===== src/design/usfl_pkg.sv =====
// Package for the serial port control and status block.
// Assumes AXI4-Lite register access with 32-bit aligned words.
package usfl_pkg;
   // Register byte offsets
   localparam logic [3:0] OFS_INT_SOURCE    = 4'h0;
   localparam logic [3:0] OFS_QUEUE_CONTROL = 4'h4;
   localparam logic [3:0] OFS_LINE_FORMAT   = 4'h8;
   localparam logic [3:0] OFS_MODEM_CONTROL = 4'hC;
   localparam int         ADDR_W            = 4;

   // Queue control fields
   localparam int QC_ENABLE   = 0;
   localparam int QC_RX_RESET = 1;
   localparam int QC_TX_RESET = 2;
   localparam int QC_TX_TRIG  = 4;
   localparam int QC_RX_TRIG  = 6;

   // Line format fields
   localparam int LF_LEN     = 0;
   localparam int LF_STOP    = 2;
   localparam int LF_PAR_EN  = 3;
   localparam int LF_PAR_EVN = 4;
   localparam int LF_PAR_FRC = 5;
   localparam int LF_BREAK   = 6;
   localparam int LF_DIVSEL  = 7;

   // Modem control fields
   localparam int MC_DTR = 0;
   localparam int MC_RTS = 1;

   // Enhanced feature register fields
   localparam int EF_ENH      = 4;
   localparam int EF_AUTO_RTS = 6;

   // Reset values
   localparam logic [7:0] LINE_FORMAT_RST   = 8'h00;
   localparam logic [7:0] MODEM_CONTROL_RST = 8'h00;
   localparam logic [1:0] TRIG_RST          = 2'h0;

   // Interrupt codes, bits 5:0
   localparam logic [5:0] IC_LINE_STATUS = 6'h06;
   localparam logic [5:0] IC_RX_TIMEOUT  = 6'h0C;
   localparam logic [5:0] IC_RX_READY    = 6'h04;
   localparam logic [5:0] IC_TX_READY    = 6'h02;
   localparam logic [5:0] IC_MODEM       = 6'h00;
   localparam logic [5:0] IC_XOFF        = 6'h10;
   localparam logic [5:0] IC_FLOW_PIN    = 6'h20;
   localparam logic [5:0] IC_NONE        = 6'h01;

   localparam logic [4:0] QUEUE_DEPTH = 5'h10;
   localparam logic [1:0] RESP_OKAY   = 2'h0;
   localparam logic [1:0] RESP_SLVERR = 2'h2;
endpackage


===== src/design/usfl_ctrl.sv =====
// Control and status logic of a serial port with 16-byte queues.
// Assumes AXI4-Lite master; serial shifters and queues are outside.
// Summary of operation
// - Source bit 0 reads 0 while interrupt pending, 1 when none or wake-up.
// - Source read returns highest of seven priorities; lower ones remain queued.
// - Source bits 5 and 4 active only with enhanced enable set.
// - Bit 4 sets on Xoff match, stays until Xon received.
// - Bit 5 indicates clear-to-send or request-to-send changed state.
// - Bits 7:6 read 1 with queues enabled, 0 when disabled.
// - Queue control write-only; bit 0 must be set for other bits.
// - Bit 1 with bit 0 resets receive pointers, then self-clears.
// - Bit 2 with bit 0 resets transmit pointers, then self-clears.
// - Bits 5:4 select transmit trigger 1,4,8,14; enhanced enable needed.
// - Transmit interrupt when count below trigger or empties after low reload.
// - Bits 7:6 select receive trigger 1,4,8,14; interrupt on crossing.
// - Line format bits 1:0 select 5 to 8 bit characters.
// - Bit 2 gives one stop, or 1.5 for 5-bit, else two.
// - Bit 3 enables parity generation and checking.
// - Bit 4 selects odd at 0, even at 1.
// - With bit 5, parity forced 1 when bit 4 is 0, else 0.
// - Bit 6 holds transmit output at space until cleared.
// - Bit 7 selects divisor latches instead of data registers.
// - Modem bits 0,1 drive terminal-ready and request-to-send inverted.
// - Automatic flow control may drive request-to-send when enabled.
`timescale 1ns/10ps
`default_nettype none
module usfl_ctrl (
   input  wire  logic        aclk,
   input  wire  logic        aresetn,
   input  wire  logic [3:0]  s_axi_awaddr,
   input  wire  logic        s_axi_awvalid,
   output logic              s_axi_awready,
   input  wire  logic [31:0] s_axi_wdata,
   input  wire  logic [3:0]  s_axi_wstrb,
   input  wire  logic        s_axi_wvalid,
   output logic              s_axi_wready,
   output logic [1:0]        s_axi_bresp,
   output logic              s_axi_bvalid,
   input  wire  logic        s_axi_bready,
   input  wire  logic [3:0]  s_axi_araddr,
   input  wire  logic        s_axi_arvalid,
   output logic              s_axi_arready,
   output logic [31:0]       s_axi_rdata,
   output logic [1:0]        s_axi_rresp,
   output logic              s_axi_rvalid,
   input  wire  logic        s_axi_rready,
   input  wire  logic [7:0]  enhanced_feature_reg,
   input  wire  logic        line_status_event,
   input  wire  logic        rx_timeout_event,
   input  wire  logic        modem_status_event,
   input  wire  logic        xoff_match,
   input  wire  logic        xon_match,
   input  wire  logic        cts_change,
   input  wire  logic        wake_event,
   input  wire  logic        auto_rts_level,
   input  wire  logic [4:0]  rx_count,
   input  wire  logic [4:0]  tx_count,
   input  wire  logic        tx_reload,
   input  wire  logic        tx_data_in,
   output logic              tx_out,
   output logic              queues_enabled,
   output logic              rx_queue_reset,
   output logic              tx_queue_reset,
   output logic [3:0]        char_bits,
   output logic              stop_two,
   output logic              stop_half,
   output logic              parity_en,
   output logic              parity_forced,
   output logic              parity_even,
   output logic              parity_force_val,
   output logic              divisor_select,
   output logic              dtr_n,
   output logic              rts_n,
   output logic              irq_pending
);

   typedef struct packed {
      logic        aw_full;
      logic [3:0]  aw_addr;
      logic        w_full;
      logic [7:0]  w_data;
      logic        bvalid;
      logic [1:0]  bresp;
      logic        rvalid;
      logic [31:0] rdata;
      logic [1:0]  rresp;
      logic        q_en;
      logic [1:0]  tx_trig;
      logic [1:0]  rx_trig;
      logic        rx_rst;
      logic        tx_rst;
      logic [7:0]  line_format;
      logic [7:0]  modem_control;
      logic        xoff_flag;
      logic        pin_flag;
      logic        tx_flag;
      logic        tx_low_reload;
      logic        wake_flag;
      logic        rts_prev;
      logic        tx_out;
   } usfl_state_s;

   usfl_state_s st_r;
   usfl_state_s st_nxt;

   function automatic logic [4:0] usfl_trig_level(input logic [1:0] code);
      case (code)
         2'h0: begin
            usfl_trig_level = 5'h01;
         end
         2'h1: begin
            usfl_trig_level = 5'h04;
         end
         2'h2: begin
            usfl_trig_level = 5'h08;
         end
         default: begin
            usfl_trig_level = 5'h0E;
         end
      endcase
   endfunction

   logic       enh;
   logic       rts_level;
   logic       rx_ready;
   logic [5:0] code;
   logic       do_write;
   logic       do_read;
   logic       rd_source;

   always_comb begin
      enh = enhanced_feature_reg[usfl_pkg::EF_ENH];

      if (enhanced_feature_reg[usfl_pkg::EF_AUTO_RTS]) begin
         rts_level = auto_rts_level;
      end else begin
         rts_level = ~st_r.modem_control[usfl_pkg::MC_RTS];
      end

      rx_ready = st_r.q_en && (rx_count >= usfl_trig_level(st_r.rx_trig));

      if (line_status_event) begin
         code = usfl_pkg::IC_LINE_STATUS;
      end else if (rx_timeout_event) begin
         code = usfl_pkg::IC_RX_TIMEOUT;
      end else if (rx_ready) begin
         code = usfl_pkg::IC_RX_READY;
      end else if (st_r.tx_flag) begin
         code = usfl_pkg::IC_TX_READY;
      end else if (modem_status_event) begin
         code = usfl_pkg::IC_MODEM;
      end else if (enh && st_r.xoff_flag) begin
         code = usfl_pkg::IC_XOFF;
      end else if (enh && st_r.pin_flag) begin
         code = usfl_pkg::IC_FLOW_PIN;
      end else begin
         code = usfl_pkg::IC_NONE;
      end
   end

   assign do_write  = st_r.aw_full && st_r.w_full && !st_r.bvalid;
   assign do_read   = s_axi_arvalid && !st_r.rvalid;
   assign rd_source = do_read && (s_axi_araddr == usfl_pkg::OFS_INT_SOURCE);

   always_comb begin
      st_nxt        = st_r;
      // Reset pulses last one clock unless rewritten
      st_nxt.rx_rst = 1'b0;
      st_nxt.tx_rst = 1'b0;
      if (s_axi_awvalid && !st_r.aw_full) begin
         st_nxt.aw_full = 1'b1;
         st_nxt.aw_addr = s_axi_awaddr;
      end

      if (s_axi_wvalid && !st_r.w_full) begin
         st_nxt.w_full = 1'b1;
         // Only the low byte lane is kept
         st_nxt.w_data = s_axi_wstrb[0] ? s_axi_wdata[7:0] : 8'h00;
      end

      if (st_r.bvalid && s_axi_bready) begin
         st_nxt.bvalid = 1'b0;
      end

      if (do_write) begin
         st_nxt.aw_full = 1'b0;
         st_nxt.w_full  = 1'b0;
         st_nxt.bvalid  = 1'b1;
         st_nxt.bresp   = usfl_pkg::RESP_OKAY;
         case (st_r.aw_addr)
            usfl_pkg::OFS_QUEUE_CONTROL: begin
               st_nxt.q_en = st_r.w_data[usfl_pkg::QC_ENABLE];
               if (st_r.w_data[usfl_pkg::QC_ENABLE]) begin
                  st_nxt.rx_rst = st_r.w_data[usfl_pkg::QC_RX_RESET];
                  st_nxt.tx_rst = st_r.w_data[usfl_pkg::QC_TX_RESET];
                  st_nxt.rx_trig = st_r.w_data[usfl_pkg::QC_RX_TRIG +: 2];
                  if (enh) begin
                     st_nxt.tx_trig = st_r.w_data[usfl_pkg::QC_TX_TRIG +: 2];
                  end
               end
            end
            usfl_pkg::OFS_LINE_FORMAT: begin
               st_nxt.line_format = st_r.w_data;
            end
            usfl_pkg::OFS_MODEM_CONTROL: begin
               st_nxt.modem_control = st_r.w_data;
            end
            // Read-only register: write accepted and dropped
            usfl_pkg::OFS_INT_SOURCE: begin
               st_nxt.bresp = usfl_pkg::RESP_OKAY;
            end
            default: begin
               st_nxt.bresp = usfl_pkg::RESP_SLVERR;
            end
         endcase
      end

      if (st_r.rvalid && s_axi_rready) begin
         st_nxt.rvalid = 1'b0;
      end

      if (do_read) begin
         st_nxt.rvalid = 1'b1;
         st_nxt.rresp  = usfl_pkg::RESP_OKAY;
         st_nxt.rdata  = 32'h0000_0000;
         case (s_axi_araddr)
            usfl_pkg::OFS_INT_SOURCE: begin
               st_nxt.rdata[7:0] = {st_r.q_en, st_r.q_en, code};
            end
            // Write-only register reads as zero
            usfl_pkg::OFS_QUEUE_CONTROL: begin
               st_nxt.rdata = 32'h0000_0000;
            end
            usfl_pkg::OFS_LINE_FORMAT: begin
               st_nxt.rdata[7:0] = st_r.line_format;
            end
            usfl_pkg::OFS_MODEM_CONTROL: begin
               st_nxt.rdata[7:0] = st_r.modem_control;
            end
            default: begin
               st_nxt.rresp = usfl_pkg::RESP_SLVERR;
            end
         endcase
      end

      if (tx_reload) begin
         st_nxt.tx_low_reload = (tx_count <= usfl_trig_level(st_r.tx_trig));
      end

      // transmit ready flag; a source read clears it, new event wins
      if (rd_source && code == usfl_pkg::IC_TX_READY) begin
         st_nxt.tx_flag = 1'b0;
      end
      if (tx_reload) begin
         st_nxt.tx_flag = 1'b0;
      end
      // Reload has priority so a refill is not flagged at once
      if (st_r.q_en && !tx_reload) begin
         if (tx_count < usfl_trig_level(st_r.tx_trig) && !st_r.tx_low_reload) begin
            st_nxt.tx_flag = 1'b1;
         end
         if (tx_count == 5'h00 && st_r.tx_low_reload) begin
            st_nxt.tx_flag       = 1'b1;
            st_nxt.tx_low_reload = 1'b0;
         end
      end

      if (xon_match) begin
         st_nxt.xoff_flag = 1'b0;
      end
      if (xoff_match) begin
         st_nxt.xoff_flag = 1'b1;
      end

      // pin change flag; read of source clears it, set wins
      st_nxt.rts_prev = rts_level;
      if (rd_source && code == usfl_pkg::IC_FLOW_PIN) begin
         st_nxt.pin_flag = 1'b0;
      end
      if (cts_change || (rts_level != st_r.rts_prev)) begin
         st_nxt.pin_flag = 1'b1;
      end

      // Wake-up shows as no pending, so its flag gives no code
      if (rd_source) begin
         st_nxt.wake_flag = 1'b0;
      end
      if (wake_event) begin
         st_nxt.wake_flag = 1'b1;
      end

      if (st_r.line_format[usfl_pkg::LF_BREAK]) begin
         st_nxt.tx_out = 1'b0;
      end else begin
         st_nxt.tx_out = tx_data_in;
      end
   end

   always_ff @(posedge aclk) begin
      if (!aresetn) begin
         st_r               <= '0;
         st_r.tx_trig       <= usfl_pkg::TRIG_RST;
         st_r.rx_trig       <= usfl_pkg::TRIG_RST;
         st_r.line_format   <= usfl_pkg::LINE_FORMAT_RST;
         st_r.modem_control <= usfl_pkg::MODEM_CONTROL_RST;
         // Pin idle level, so no false change after reset
         st_r.rts_prev      <= 1'b1;
         st_r.tx_out        <= 1'b1;
      end else begin
         st_r <= st_nxt;
      end
   end

   // Handshake outputs come from registered state only; one write and one read in flight
   assign s_axi_awready = !st_r.aw_full;
   assign s_axi_wready  = !st_r.w_full;
   assign s_axi_bvalid  = st_r.bvalid;
   assign s_axi_bresp   = st_r.bresp;
   assign s_axi_arready = !st_r.rvalid;
   assign s_axi_rvalid  = st_r.rvalid;
   assign s_axi_rdata   = st_r.rdata;
   assign s_axi_rresp   = st_r.rresp;

   assign queues_enabled = st_r.q_en;

   assign rx_queue_reset = st_r.rx_rst;
   assign tx_queue_reset = st_r.tx_rst;

   assign char_bits = 4'h5 + {2'h0, st_r.line_format[usfl_pkg::LF_LEN +: 2]};

   assign stop_two  = st_r.line_format[usfl_pkg::LF_STOP] && (st_r.line_format[1:0] != 2'h0);
   assign stop_half = st_r.line_format[usfl_pkg::LF_STOP] && (st_r.line_format[1:0] == 2'h0);

   assign parity_en = st_r.line_format[usfl_pkg::LF_PAR_EN];

   assign parity_even = st_r.line_format[usfl_pkg::LF_PAR_EVN];

   assign parity_forced    = st_r.line_format[usfl_pkg::LF_PAR_FRC];
   assign parity_force_val = ~st_r.line_format[usfl_pkg::LF_PAR_EVN];

   assign divisor_select = st_r.line_format[usfl_pkg::LF_DIVSEL];

   assign dtr_n   = ~st_r.modem_control[usfl_pkg::MC_DTR];
   assign rts_n   = rts_level;
   assign tx_out  = st_r.tx_out;
   assign irq_pending = (code != usfl_pkg::IC_NONE);

endmodule
`default_nettype wire


===== config.mk =====
export PLATFORM = sky130hd
export DESIGN_NAME = usfl_ctrl
export DESIGN_NICKNAME = d
export VERILOG_FILES = /design/src/design/usfl_pkg.sv /design/src/design/usfl_ctrl.sv
export SDC_FILE = /design/constraint.sdc
export NUM_CORES = 1
export LEC_CHECK = 0
export BUFFER_PORTS_ARGS = -buffer_cell sky130_fd_sc_hd__buf_2
export CAP_MARGIN = 25
export CORE_ASPECT_RATIO = 1.5
export CORE_MARGIN = 2
export CORE_UTILIZATION = 45
export DETAILED_ROUTE_END_ITERATION = 10
export PLACE_DENSITY = 0.76
export SETUP_SLACK_MARGIN = 0.5
export SLEW_MARGIN = 20
export SYNTH_ARGS = -nofsm -noshare
export SYNTH_HDL_FRONTEND = slang
export SYNTH_SLANG_ARGS = --single-unit
export TNS_END_PERCENT = 30

===== constraint.sdc =====
create_clock -name aclk -period 2.1 [get_ports aclk]
set_input_delay 0.105 -clock aclk [delete_from_list [all_inputs] [get_ports aclk]]
set_output_delay 0.105 -clock aclk [all_outputs]
set_load 0.02 [all_outputs]

==> results of run 1 <==
## final cells by class
| type | count | share of cell area [%] |
|---|---|---|
| multi-input cells | 245 | 46.7 |
| flip-flops and latches | 55 | 32.3 |
| inverters | 19 | 2.08 |
| repair buffers | 86 | 13.5 |
| well taps | 76 | 2.78 |
| clock buffers | 5 | 2.01 |
| clock inverters | 3 | 0.585 |
## path summary, 6_finish.rpt
| path | startpoint | endpoint | cells past startpoint |
|---|---|---|---|
| worst max-delay path | st_r[25] | irq_pending | 8 |
| worst min-delay path | xoff_match | st_r[6] | 2 |
| worst max register to register | st_r[25] | s_axi_rdata[1] | 9 |
| worst min register to register | st_r[5] | st_r[5] | 2 |
## critical path: cells and delay by family (launching register included)
kind / cells / cell delay, ns
AO/OA/AOI/OAI: 2 / 0.34
adder cells (fa/ha/maj): 1 / 0.28
buffers and inverters: 1 / 0.18
flip-flops: 1 / 0.36
AND/OR/NAND/NOR: 4 / 0.35
## metrics by stage
stage / area, sq um / instances / hold slack (ns) / utilization (%) / setup slack (ns)
floorplan: 3030 / 367 / 0.221 / - / 0.545
global placement: 3210 / 475 / 0.320 / 50.3 / 0.363
detailed placement: 3210 / 475 / 0.327 / 50.3 / 0.327
CTS: 3360 / 486 / 0.00632 / 52.5 / 0.174
global route: 3420 / 489 / 0.0104 / 53.5 / 0.0699
finish: 3420 / 489 / 0.0107 / 53.5 / 0.170
## kinds of logic (layout without fill, tap and decap cells)
group                      Yosys count  count (layout)  synth area share (%)
DFF                                 55              55                  37.5
and+or+nand+nor                    120             120                  22.0
adders and majority gates           10              10                  4.26
xor gates and xnor gates             1               1                 0.298
buffers and inverters               67             113                  13.3
muxes                               25              25                  8.61
AOI/OAI and AO/OA                   63              63                  14.0
other                                1              26                 0.128
## routing by layer
layer | GRT usage, % | vias to the layer above
li1 | - | 1243
met1 | 20.1 | 1125
met2 | 33.8 | 69
met3 | 2.83 | 7
met4 | 4.88 | 0
met5 | 0 | -
## cell usage in the layout, fill, tap and decap left out, types with 10 or more instances in the layout
cell type	instances
nand2_1	31
o21ai_0	18
buf_2	76
a21boi_0	10
inv_1	19
a21oi_1	11
mux2i_1	23
dfxtp_1	51
conb_1	26
nor2b_1	17
nand3_1	12
nor2_1	25
## report_power, final
group | total [mW] | switching, mW | internal (mW) | leakage [nW]
combinational | 0.280 | 0.172 | 0.108 | 1.10
clock | 0.579 | 0.346 | 0.233 | 0.0402
sequential | 1.10 | 0.0293 | 1.07 | 0.448
## timing repair
item,4_1_cts,5_1_grt
buffers inserted,3,3
endpoints found under the hold margin,0,0
gates cloned,0,0
setup endpoints to repair,20,30
pin swaps,5,7
gates resized for setup,8,9
==> metrics.txt, run 1 <==
Design Power=1.96 mW; setup tns final=0 ns; CP peak stage delay=0.36 ns; clock buffer depth=2; Metal-1 WL=2740 microns; Main synth FF type=dfxtp_1; CP Capture Type=primary output; GRT Total Usage=17.6%; Die ar.=7200 sq um; vias in the first global route=2,196; multi-input logic area=1600 sq um; Setup Crit Path Kind=reg2out; WL final=6570 microns; IO Pins=138; Final Hold Fails=0; cells along the critical path=nor2_1, ha_1, nor2b_1, o21ai_2, a211o_1, nand2_2, nand3_2, buf_6; DR vias/cell=5.00; flops & latches, synth=55; CTS Hold Bufs=0; Initial Util=45.9%; status=finished, final reports clean; sequential cell area fraction in the yosys report=37.5%; Final ANT Viol Nets=0; Final Cycle Share=91.9%; core area=6400 sq um; largest net degree at the start of global routing=41; share of cells above drive strength 1=27.8%; final setup fails=0; CTS tree=built; pwr dens=572 nW/um^2; DR DRC count=0; Post-synth top cells=dfxtp_1 (55), buf_4 (36), nand2_1 (32); first-pass GRT wire length=10,100 microns; peak supply drop=311 uV; fraction of registers with async set/reset=0%; yosys warns=0; Final Skew=0.00577 ns; Mapped Area=2940 sq um; area grow syn2layout=16.6%; HP Class=in2reg; Post-DP HPWL=5020 microns; fin. max-slew vios=0; clk slew on worst S/H paths=0.10 ns; WP data required=2.00 ns; synth top area cells=dfxtp_1 (38%), buf_4 (9.2%), mux2i_1 (7.8%); Tightest Pin Transition=0.786 ns; register-to-register setup slack=0.24 ns; CTS Sinks=55; cells after synthesis=342; later-pin clock latency in the skew report=0.30 ns; area share of the largest cell type after synthesis=37.5%; CTS H-tree depth=2; FF/Latch Area=1110 sq um; Arr. time, crit path=1.82 ns; critical path launch point type=flip-flop; initial antenna violation count=0; largest reg by FF count=st_r; Final Critical Period=1.93 ns; WL met2=3450 microns; DR WL met3=302 microns; DR WL/cell=13.4 microns; worst relative slew slack=47.1%; unrepaired setup endpoints after global routing=yes; Filler cells=635; initial DRC count=102; CTS Root Cell=clkbuf_8; Overflow after GRT=0; Chip Height=103 microns; max-cap violations=0; Top Layer Used=met4; Largest register FFs=35; number of enable flip-flop cells after synthesis=0; post-synth top area cell=dfxtp_1; Die Width=69.9 microns; Max Freq=518 MHz; Avg Cell Area, Syn=8.58 sq um; Critical Path Fanout Max=4; most frequent cell after synthesis=dfxtp_1; slowest CP cell=dfxtp_2; fin nets=501; vias=2,444; final RePlAce weighted congestion=0.844; I/O Buffers=77; leakage power=1.59 nW; CTS buffer count=5; row cnt=36; Yosys cell types=44; Antenna Cells=0; DR pass1 iterations=4
No activity file was read; power rests on OpenSTA's default activity.
==> run 2: changes to the inputs <==
--- a/config.mk
+++ b/config.mk
@@ -9,11 +9,11 @@
 export CAP_MARGIN = 25
 export CORE_ASPECT_RATIO = 1.5
 export CORE_MARGIN = 2
-export CORE_UTILIZATION = 45
+export CORE_UTILIZATION = 33
 export DETAILED_ROUTE_END_ITERATION = 10
-export PLACE_DENSITY = 0.76
+export GPL_TIMING_DRIVEN = 0
+export PLACE_DENSITY = 0.58
 export SETUP_SLACK_MARGIN = 0.5
-export SLEW_MARGIN = 20
 export SYNTH_ARGS = -nofsm -noshare
 export SYNTH_HDL_FRONTEND = slang
 export SYNTH_SLANG_ARGS = --single-unit
==> run 2 against run 1 <==
Effect of this change:
- sequential power about the same
- core utilization fell by 9.2 points
- die area is 34% higher
- clock-buffer cell count stayed put
- final cell count up 16%
- clock power increased by 64%
- sequential cell count is the same
- combinational power rose by 19%
- sequential share of layout area shrank 3.6 points
==> metrics.txt, run 2 (synthesis gave the netlist of run 1 again) <==
status=finished, final reports clean; setup tns final=0 ns (unchanged); critical path launch point type=flip-flop; CP peak stage delay=0.36 ns (about the same); Final Hold Fails=0 (unchanged); Antenna Cells=0 (unchanged); Filler cells=896 (+41%); largest reg by FF count=st_r; fin. max-slew vios=0 (unchanged); CP delay by family, top=compound AO/OA/AOI/OAI gates; clock buffer depth=2 (unchanged); slowest CP cell=dfxtp_2; CTS H-tree depth=2 (unchanged); hold path depth=2 (unchanged); DR WL/cell=12.8 microns (-4.9%); Final ANT Viol Nets=0 (unchanged); Placement Setup Slack=0.293 ns (-0.0344 ns); CTS Root Cell=clkbuf_16; reg-to-reg critical path endpoint=s_axi_rdata[4]; HP Class=in2reg; min setup slack post-route=0.219 ns (+0.0485 ns); WL final=7250 microns (+10%); I/O Buffers=76 (-1.3%); cells along the critical path=inv_1, ha_4, a21oi_2, o21ai_2, a211o_1, nand2_1, nand3_2, buf_6; worst relative slew slack=45.9% (-1.2 points); Design Power=2.38 mW (+22%); GR Util met3=2.63% (-0.20 points); DP Area=3550 sq um (+10%); Die ar.=9680 sq um (+34%); Final Skew=0.00144 ns (-0.00433 ns); max-cap violations=0 (unchanged); share of cells above drive strength 1=34.1% (+6.2 points); initial antenna violation count=0 (unchanged); later-pin clock latency in the skew report=0.30 ns (about the same); Final Critical Period=1.88 ns (-0.0485 ns); most frequent cells in the layout=buf_2 (77), dfxtp_1 (50), buf_4 (41); Die Width=81.0 microns (+16%); clk slew on worst S/H paths=0.07 ns (-0.03 ns); CTS buffer count=5 (unchanged); CTS tree=built; register-to-register setup slack=0.26 ns (+0.02 ns); fin nets=546 (+9.0%); HP Start=xoff_match; vias in the first global route=2,408 (+9.7%); initial DRC count=112 (+9.8%); pwr dens=615 nW/um^2 (+7.5%); final setup fails=0 (unchanged); Largest register FFs=35 (unchanged); design area=3870 sq um (+13%); Max Freq=532 MHz (+2.6%); DR DRC count=0 (unchanged); Chip Height=120 microns (+16%); row cnt=42 (+17%); unrepaired setup endpoints after global routing=yes; met1 Usage GRT=18.2% (-2.0 points); GRT Total Usage=15.4% (-2.3 points); Arr. time, crit path=1.78 ns (-0.04 ns); Initial Util=33.6% (-12 points); Hold Path Sink=st_r[6]; IO Pins=138 (unchanged); Overflow after GRT=0 (unchanged); CP Capture Type=primary output; WP buf/inv=2 (+1); DR vias/cell=4.51 (-9.8%); hold_ws=0.0168 ns (+0.00608 ns); Crit path depth=8 (unchanged); Worst R2R Start=st_r[25]; cells on worst reg2reg path=9 (unchanged); core area=8720 sq um (+36%); leakage power=1.84 nW (+16%); WP data required=2.00 ns (about the same); peak supply drop=364 uV (+17%); GR Layer Usage met2=27.6% (-6.3 points); Critical Path Fanout Max=4 (unchanged); first-pass GRT wire length=11,400 microns (+13%); Tightest Pin Transition=0.804 ns (+0.0185 ns); CTS Hold Bufs=0 (unchanged); commonest non-fill, non-tap cell in the layout=buf_2; Post-DP HPWL=5730 microns (+14%); largest net degree at the start of global routing=18 (-56%); Final Cycle Share=89.6% (-2.3 points); gr busiest metal=met2; final RePlAce weighted congestion=0.829 (-1.7%); CTS Sinks=55 (unchanged); vias=2,560 (+4.7%); Setup Crit Path Kind=reg2out; DR pass1 iterations=4 (unchanged); area grow syn2layout=31.8%
-- run 2: changes by cell type in the layout (fill, tap and decap cells not counted), moves of 2 or more --
cell	change
clkbuf_8	-5
buf_4	+33
a21oi_1	-2
clkbuf_1	+10
clkbuf_16	+5
a21oi_2	+2
clkinvlp_4	-2
-- run 2: report_power, final --
group / total [mW] / switching [mW] / leakage [nW] / internal, mW
sequential: 1.10 / 0.0280 / 0.449 / 1.07
combinational: 0.332 / 0.185 / 1.30 / 0.147
clock: 0.951 / 0.388 / 0.0838 / 0.563
total: 2.38 / 0.601 / 1.84 / 1.78
-- run 2: timing repair --
action | CTS | global route
pin swaps | 5 | 9
endpoints found under the setup margin | 26 | 32
gates resized for setup | 9 | 16
buffers inserted | 1 | 6
-- run 2: worst max-delay path by stage --
stage,end,slack (ns),from
after floorplan,st_r[4],0.55,st_r[25]
after global routing,irq_pending,0.14,st_r[25]
after detailed placement,s_axi_rdata[4],0.29,st_r[25]
after CTS,irq_pending,0.16,st_r[25]
final,irq_pending,0.22,st_r[25]
after global placement,s_axi_rdata[1],0.35,st_r[25]
-- run 2: layout make-up --
cell class / count / area, sq um / share of cell area [%]
buffer: 48 / 318 / 8.21
tap: 110 / 138 / 3.56
clock inverter: 3 / 43.8 / 1.13
multi-input combinational: 245 / 1620 / 41.8
clock buffer: 5 / 125 / 3.23
inverter: 19 / 71.3 / 1.84
sequential: 55 / 1110 / 28.7
timing repair buffer: 83 / 447 / 11.5
-- run 2: stage by stage --
stage / utilization, % / cells
6_report: 44.3 / 568
5_1_grt: 44.3 / 568
4_1_cts: 43.1 / 562
3_5_place_dp: 40.7 / 553
3_3_place_gp: 40.7 / 553
2_1_floorplan: - / 367
-- run 2: routing by layer --
metal / vias to the layer above / share of wire [%]
met3: 6 / 5.7
met1: 1143 / 40
met4: 0 / 1.5
li1: 1331 / -
met2: 80 / 53
met5: - / 0
==> run 3: changes to the inputs <==
--- a/config.mk
+++ b/config.mk
@@ -5,6 +5,7 @@
 export SDC_FILE = /design/constraint.sdc
 export NUM_CORES = 1
 export LEC_CHECK = 0
+export ABC_AREA = 1
 export BUFFER_PORTS_ARGS = -buffer_cell sky130_fd_sc_hd__buf_2
 export CAP_MARGIN = 25
 export CORE_ASPECT_RATIO = 1.5
@@ -12,7 +13,7 @@
 export CORE_UTILIZATION = 33
 export DETAILED_ROUTE_END_ITERATION = 10
 export GPL_TIMING_DRIVEN = 0
-export PLACE_DENSITY = 0.58
+export PLACE_DENSITY = 0.59
 export SETUP_SLACK_MARGIN = 0.5
 export SYNTH_ARGS = -nofsm -noshare
 export SYNTH_HDL_FRONTEND = slang
==> run 3 against run 2 <==
Effect of this change:
- synthesized cell count grew 14%
- clock skew grew 0.0038 ns
- global-route usage is essentially flat
- die area shrank 3.8%
- largest power group unchanged
==> metrics.txt, run 3 <==
post-synth top area cell=dfxtp_1; Initial Util=33.7% (+0.078 points); area grow syn2layout=29.3%; Antenna Cells=0 (unchanged); CTS tree=built; CTS Hold Bufs=0 (unchanged); Chip Height=117 microns (-1.9%); max-cap violations=0 (unchanged); CTS buffer count=5 (unchanged); initial antenna violation count=0 (unchanged); DR pass1 iterations=4 (unchanged); hold path depth=3 (+1); peak supply drop=352 uV (-3.3%); Overflow after GRT=0 (unchanged); Seq pwr share=48.6% (+2.5 points); leakage power=1.78 nW (-3.1%); gr busiest metal=met2; dpl cells=597 (+8.0%); commonest non-fill, non-tap cell in the layout=buf_2; Clk pwr share=36.6% (-3.4 points); vias=2,659 (+3.9%); WP data required=2.00 ns (about the same); post-synthesis xor/xnor area fraction=0.311% (+0.012 points); largest family of logic cells by synthesized area=simple AND/OR/NAND/NOR gates; Design Power=2.25 mW (-5.4%); WL final=6980 microns (-3.8%); number of enable flip-flop cells after synthesis=0 (unchanged); multi-input logic area=1340 sq um (-17%); cells after synthesis=389 (+14%); FF/Latch Area=1100 sq um (-0.56%); Logic pwr share=14.8% (+0.8 points); setup tns final=0 ns (unchanged); core area=8360 sq um (-4.1%); Final ANT Viol Nets=0 (unchanged); Tightest Pin Transition=0.577 ns (-0.227 ns); Filler cells=894 (-0.22%); Post-synth top cells=nand2_1 (61), dfxtp_1 (55), inv_1 (54); Post-DP HPWL=5630 microns (-1.8%); Final Hold Fails=0 (unchanged); CTS H-tree depth=2 (unchanged); Final Cycle Share=81.0% (-8.6 points); yosys warns=0 (unchanged); Yosys cell types=31 (-30%); clk slew on worst S/H paths=0.07 ns (about the same); Main synth FF type=dfxtp_1; Final Skew=0.00526 ns (+0.00382 ns); Setup Crit Path Kind=reg2out; clock buffer depth=2 (unchanged); DR vias/cell=4.37 (-3.0%); fraction of registers with async set/reset=0% (unchanged); Mapped Area=2820 sq um (-3.9%); Compound-Gate Fraction of Synth Area=15.7% (+1.7 points); cells on worst reg2reg path=12 (+3); Cell Count, Final, Fillers Out=608 (+7.0%); register-to-register setup slack=0.44 ns (+0.18 ns); Net Sw Frac=27.0% (+1.7 points); Placement Setup Slack=0.453 ns (+0.160 ns); initial DRC count=70 (-38%); Hold Path Sink=st_r[6]; IO Pins=138 (unchanged); first-pass GRT wire length=11,000 microns (-4.2%); I/O Buffers=76 (unchanged); pwr dens=617 nW/um^2 (+0.36%); GRT Total Usage=15.4% (+0.019 points); met1 Usage GRT=16.2% (-1.9 points); Worst R2R Start=st_r[25]; fin nets=589 (+7.9%); vias in the first global route=2,452 (+1.8%); min setup slack post-route=0.399 ns (+0.180 ns); net switching power=0.608 mW (+1.0%); Die ar.=9320 sq um (-3.8%); DR DRC count=0 (unchanged); most frequent cells in the layout=buf_2 (76), nand2_1 (57), dfxtp_1 (53); HP Class=in2reg; flops & latches, synth=55 (unchanged); worst relative slew slack=61.5% (+16 points); area share of the largest cell type after synthesis=39.0% (+1.5 points); status=finished, final reports clean; share of cells above drive strength 1=30.3% (-3.7 points); GR Layer Usage met2=29.1% (+1.5 points); DR WL/cell=11.5 microns (-10%); Largest register FFs=35 (unchanged); design area=3650 sq um (-5.7%); simple-gate share of the synthesized area=21.8% (-0.12 points); largest reg by FF count=st_r; final setup fails=0 (unchanged); GR Util met3=3.37% (+0.74 points); synth top area cells=dfxtp_1 (39%), buf_4 (9.8%), nand2_1 (8.1%); unrepaired setup endpoints after global routing=yes; reg-to-reg critical path endpoint=s_axi_rdata[0]; row cnt=41 (-2.4%); Die Width=79.5 microns (-1.9%); CP Capture Type=primary output; multiplexer area fraction after synthesis=0% (-8.6 points); largest net degree at the start of global routing=18 (unchanged); fin. max-slew vios=0 (unchanged); CTS Sinks=55 (unchanged); CTS Root Cell=clkbuf_16; Final Critical Period=1.70 ns (-0.180 ns); HP Start=xoff_match; final RePlAce weighted congestion=0.798 (-3.8%); most frequent cell after synthesis=nand2_1; Arr. time, crit path=1.60 ns (-0.18 ns); sequential cell area fraction in the yosys report=39.0% (+1.5 points); later-pin clock latency in the skew report=0.30 ns (about the same); critical path launch point type=flip-flop; adder-cell share of the synthesized area=4.44% (+0.17 points); Avg Cell Area, Syn=7.25 sq um (-16%); DP Area=3460 sq um (-2.5%); Max Freq=588 MHz (+11%); internal power=1.64 mW (-7.6%); Critical Path Fanout Max=4 (unchanged)
run 3: worst max path at each step:
stage	start	endpoint	slack, ns	cells after the start
6_report	st_r[25]	irq_pending	0.40	9
5_1_grt	st_r[26]	irq_pending	0.28	9
4_1_cts	st_r[25]	irq_pending	0.38	9
3_5_place_dp	st_r[26]	st_r[5]	0.45	12
3_3_place_gp	st_r[26]	st_r[5]	0.47	12
2_1_floorplan	st_r[26]	s_axi_rdata[0]	0.49	11
run 3: through the flow:
step                hold slack (ns)  util, %
finish                       0.0222     43.6
CTS                          0.0189     43.4
floorplan                     0.206        -
detailed placement            0.330     41.4
global route                 0.0194     43.6
global placement              0.314     41.4
run 3: critical path: stages (launching register included):
cell	delay, ns
dfxtp_2	0.35
nor2_1	0.05
ha_1	0.28
inv_1	0.05
nand2_1	0.04
nand3_1	0.06
nand2_1	0.08
nand2_2	0.10
nand4_1	0.12
buf_4	0.19
run 3: power by group through the flow:
stage                     combinational (mW)  clock [mW]  sequential, mW
final                                  0.333       0.825            1.09
after global routing                   0.372       0.899            1.10
after CTS                              0.330       0.855            1.09
after detailed placement               0.327           0            1.12
after global placement                 0.320           0            1.12
after floorplan                        0.224           0            1.12
run 3: metal layers:
metal / share of wire, % / up-vias
met2: 53 / 76
met4: 1.7 / 0
met5: 0 / -
met3: 5.3 / 9
met1: 40 / 1165
li1: - / 1409
run 3: cells by family (layout without fill, tap and decap cells):
| kind of cell | after synthesis | after routing |
|---|---|---|
| simple gates | 137 | 137 |
| compound gates | 83 | 83 |
| other cells | 1 | 26 |
| buf+inv | 102 | 189 |
| fa+ha+maj | 10 | 10 |
| flops | 55 | 55 |
| xor+xnor | 1 | 1 |
run 3: timing repair:
item                       in CTS  in global routing
setup endpoints to repair       4                 12
gates cloned                    0                  0
pin swaps                       7                  3
setup buffers                   3                  0
resized for setup               2                  6
run 3: final cells by class:
class	count	share of cell area [%]
tap	107	3.67
inverter	57	5.87
clock buffer	5	3.43
clock inverter	3	0.549
multi-input combinational	257	36.6
buffer	45	8.47
sequential	55	30.3
timing repair buffer	79	11.1
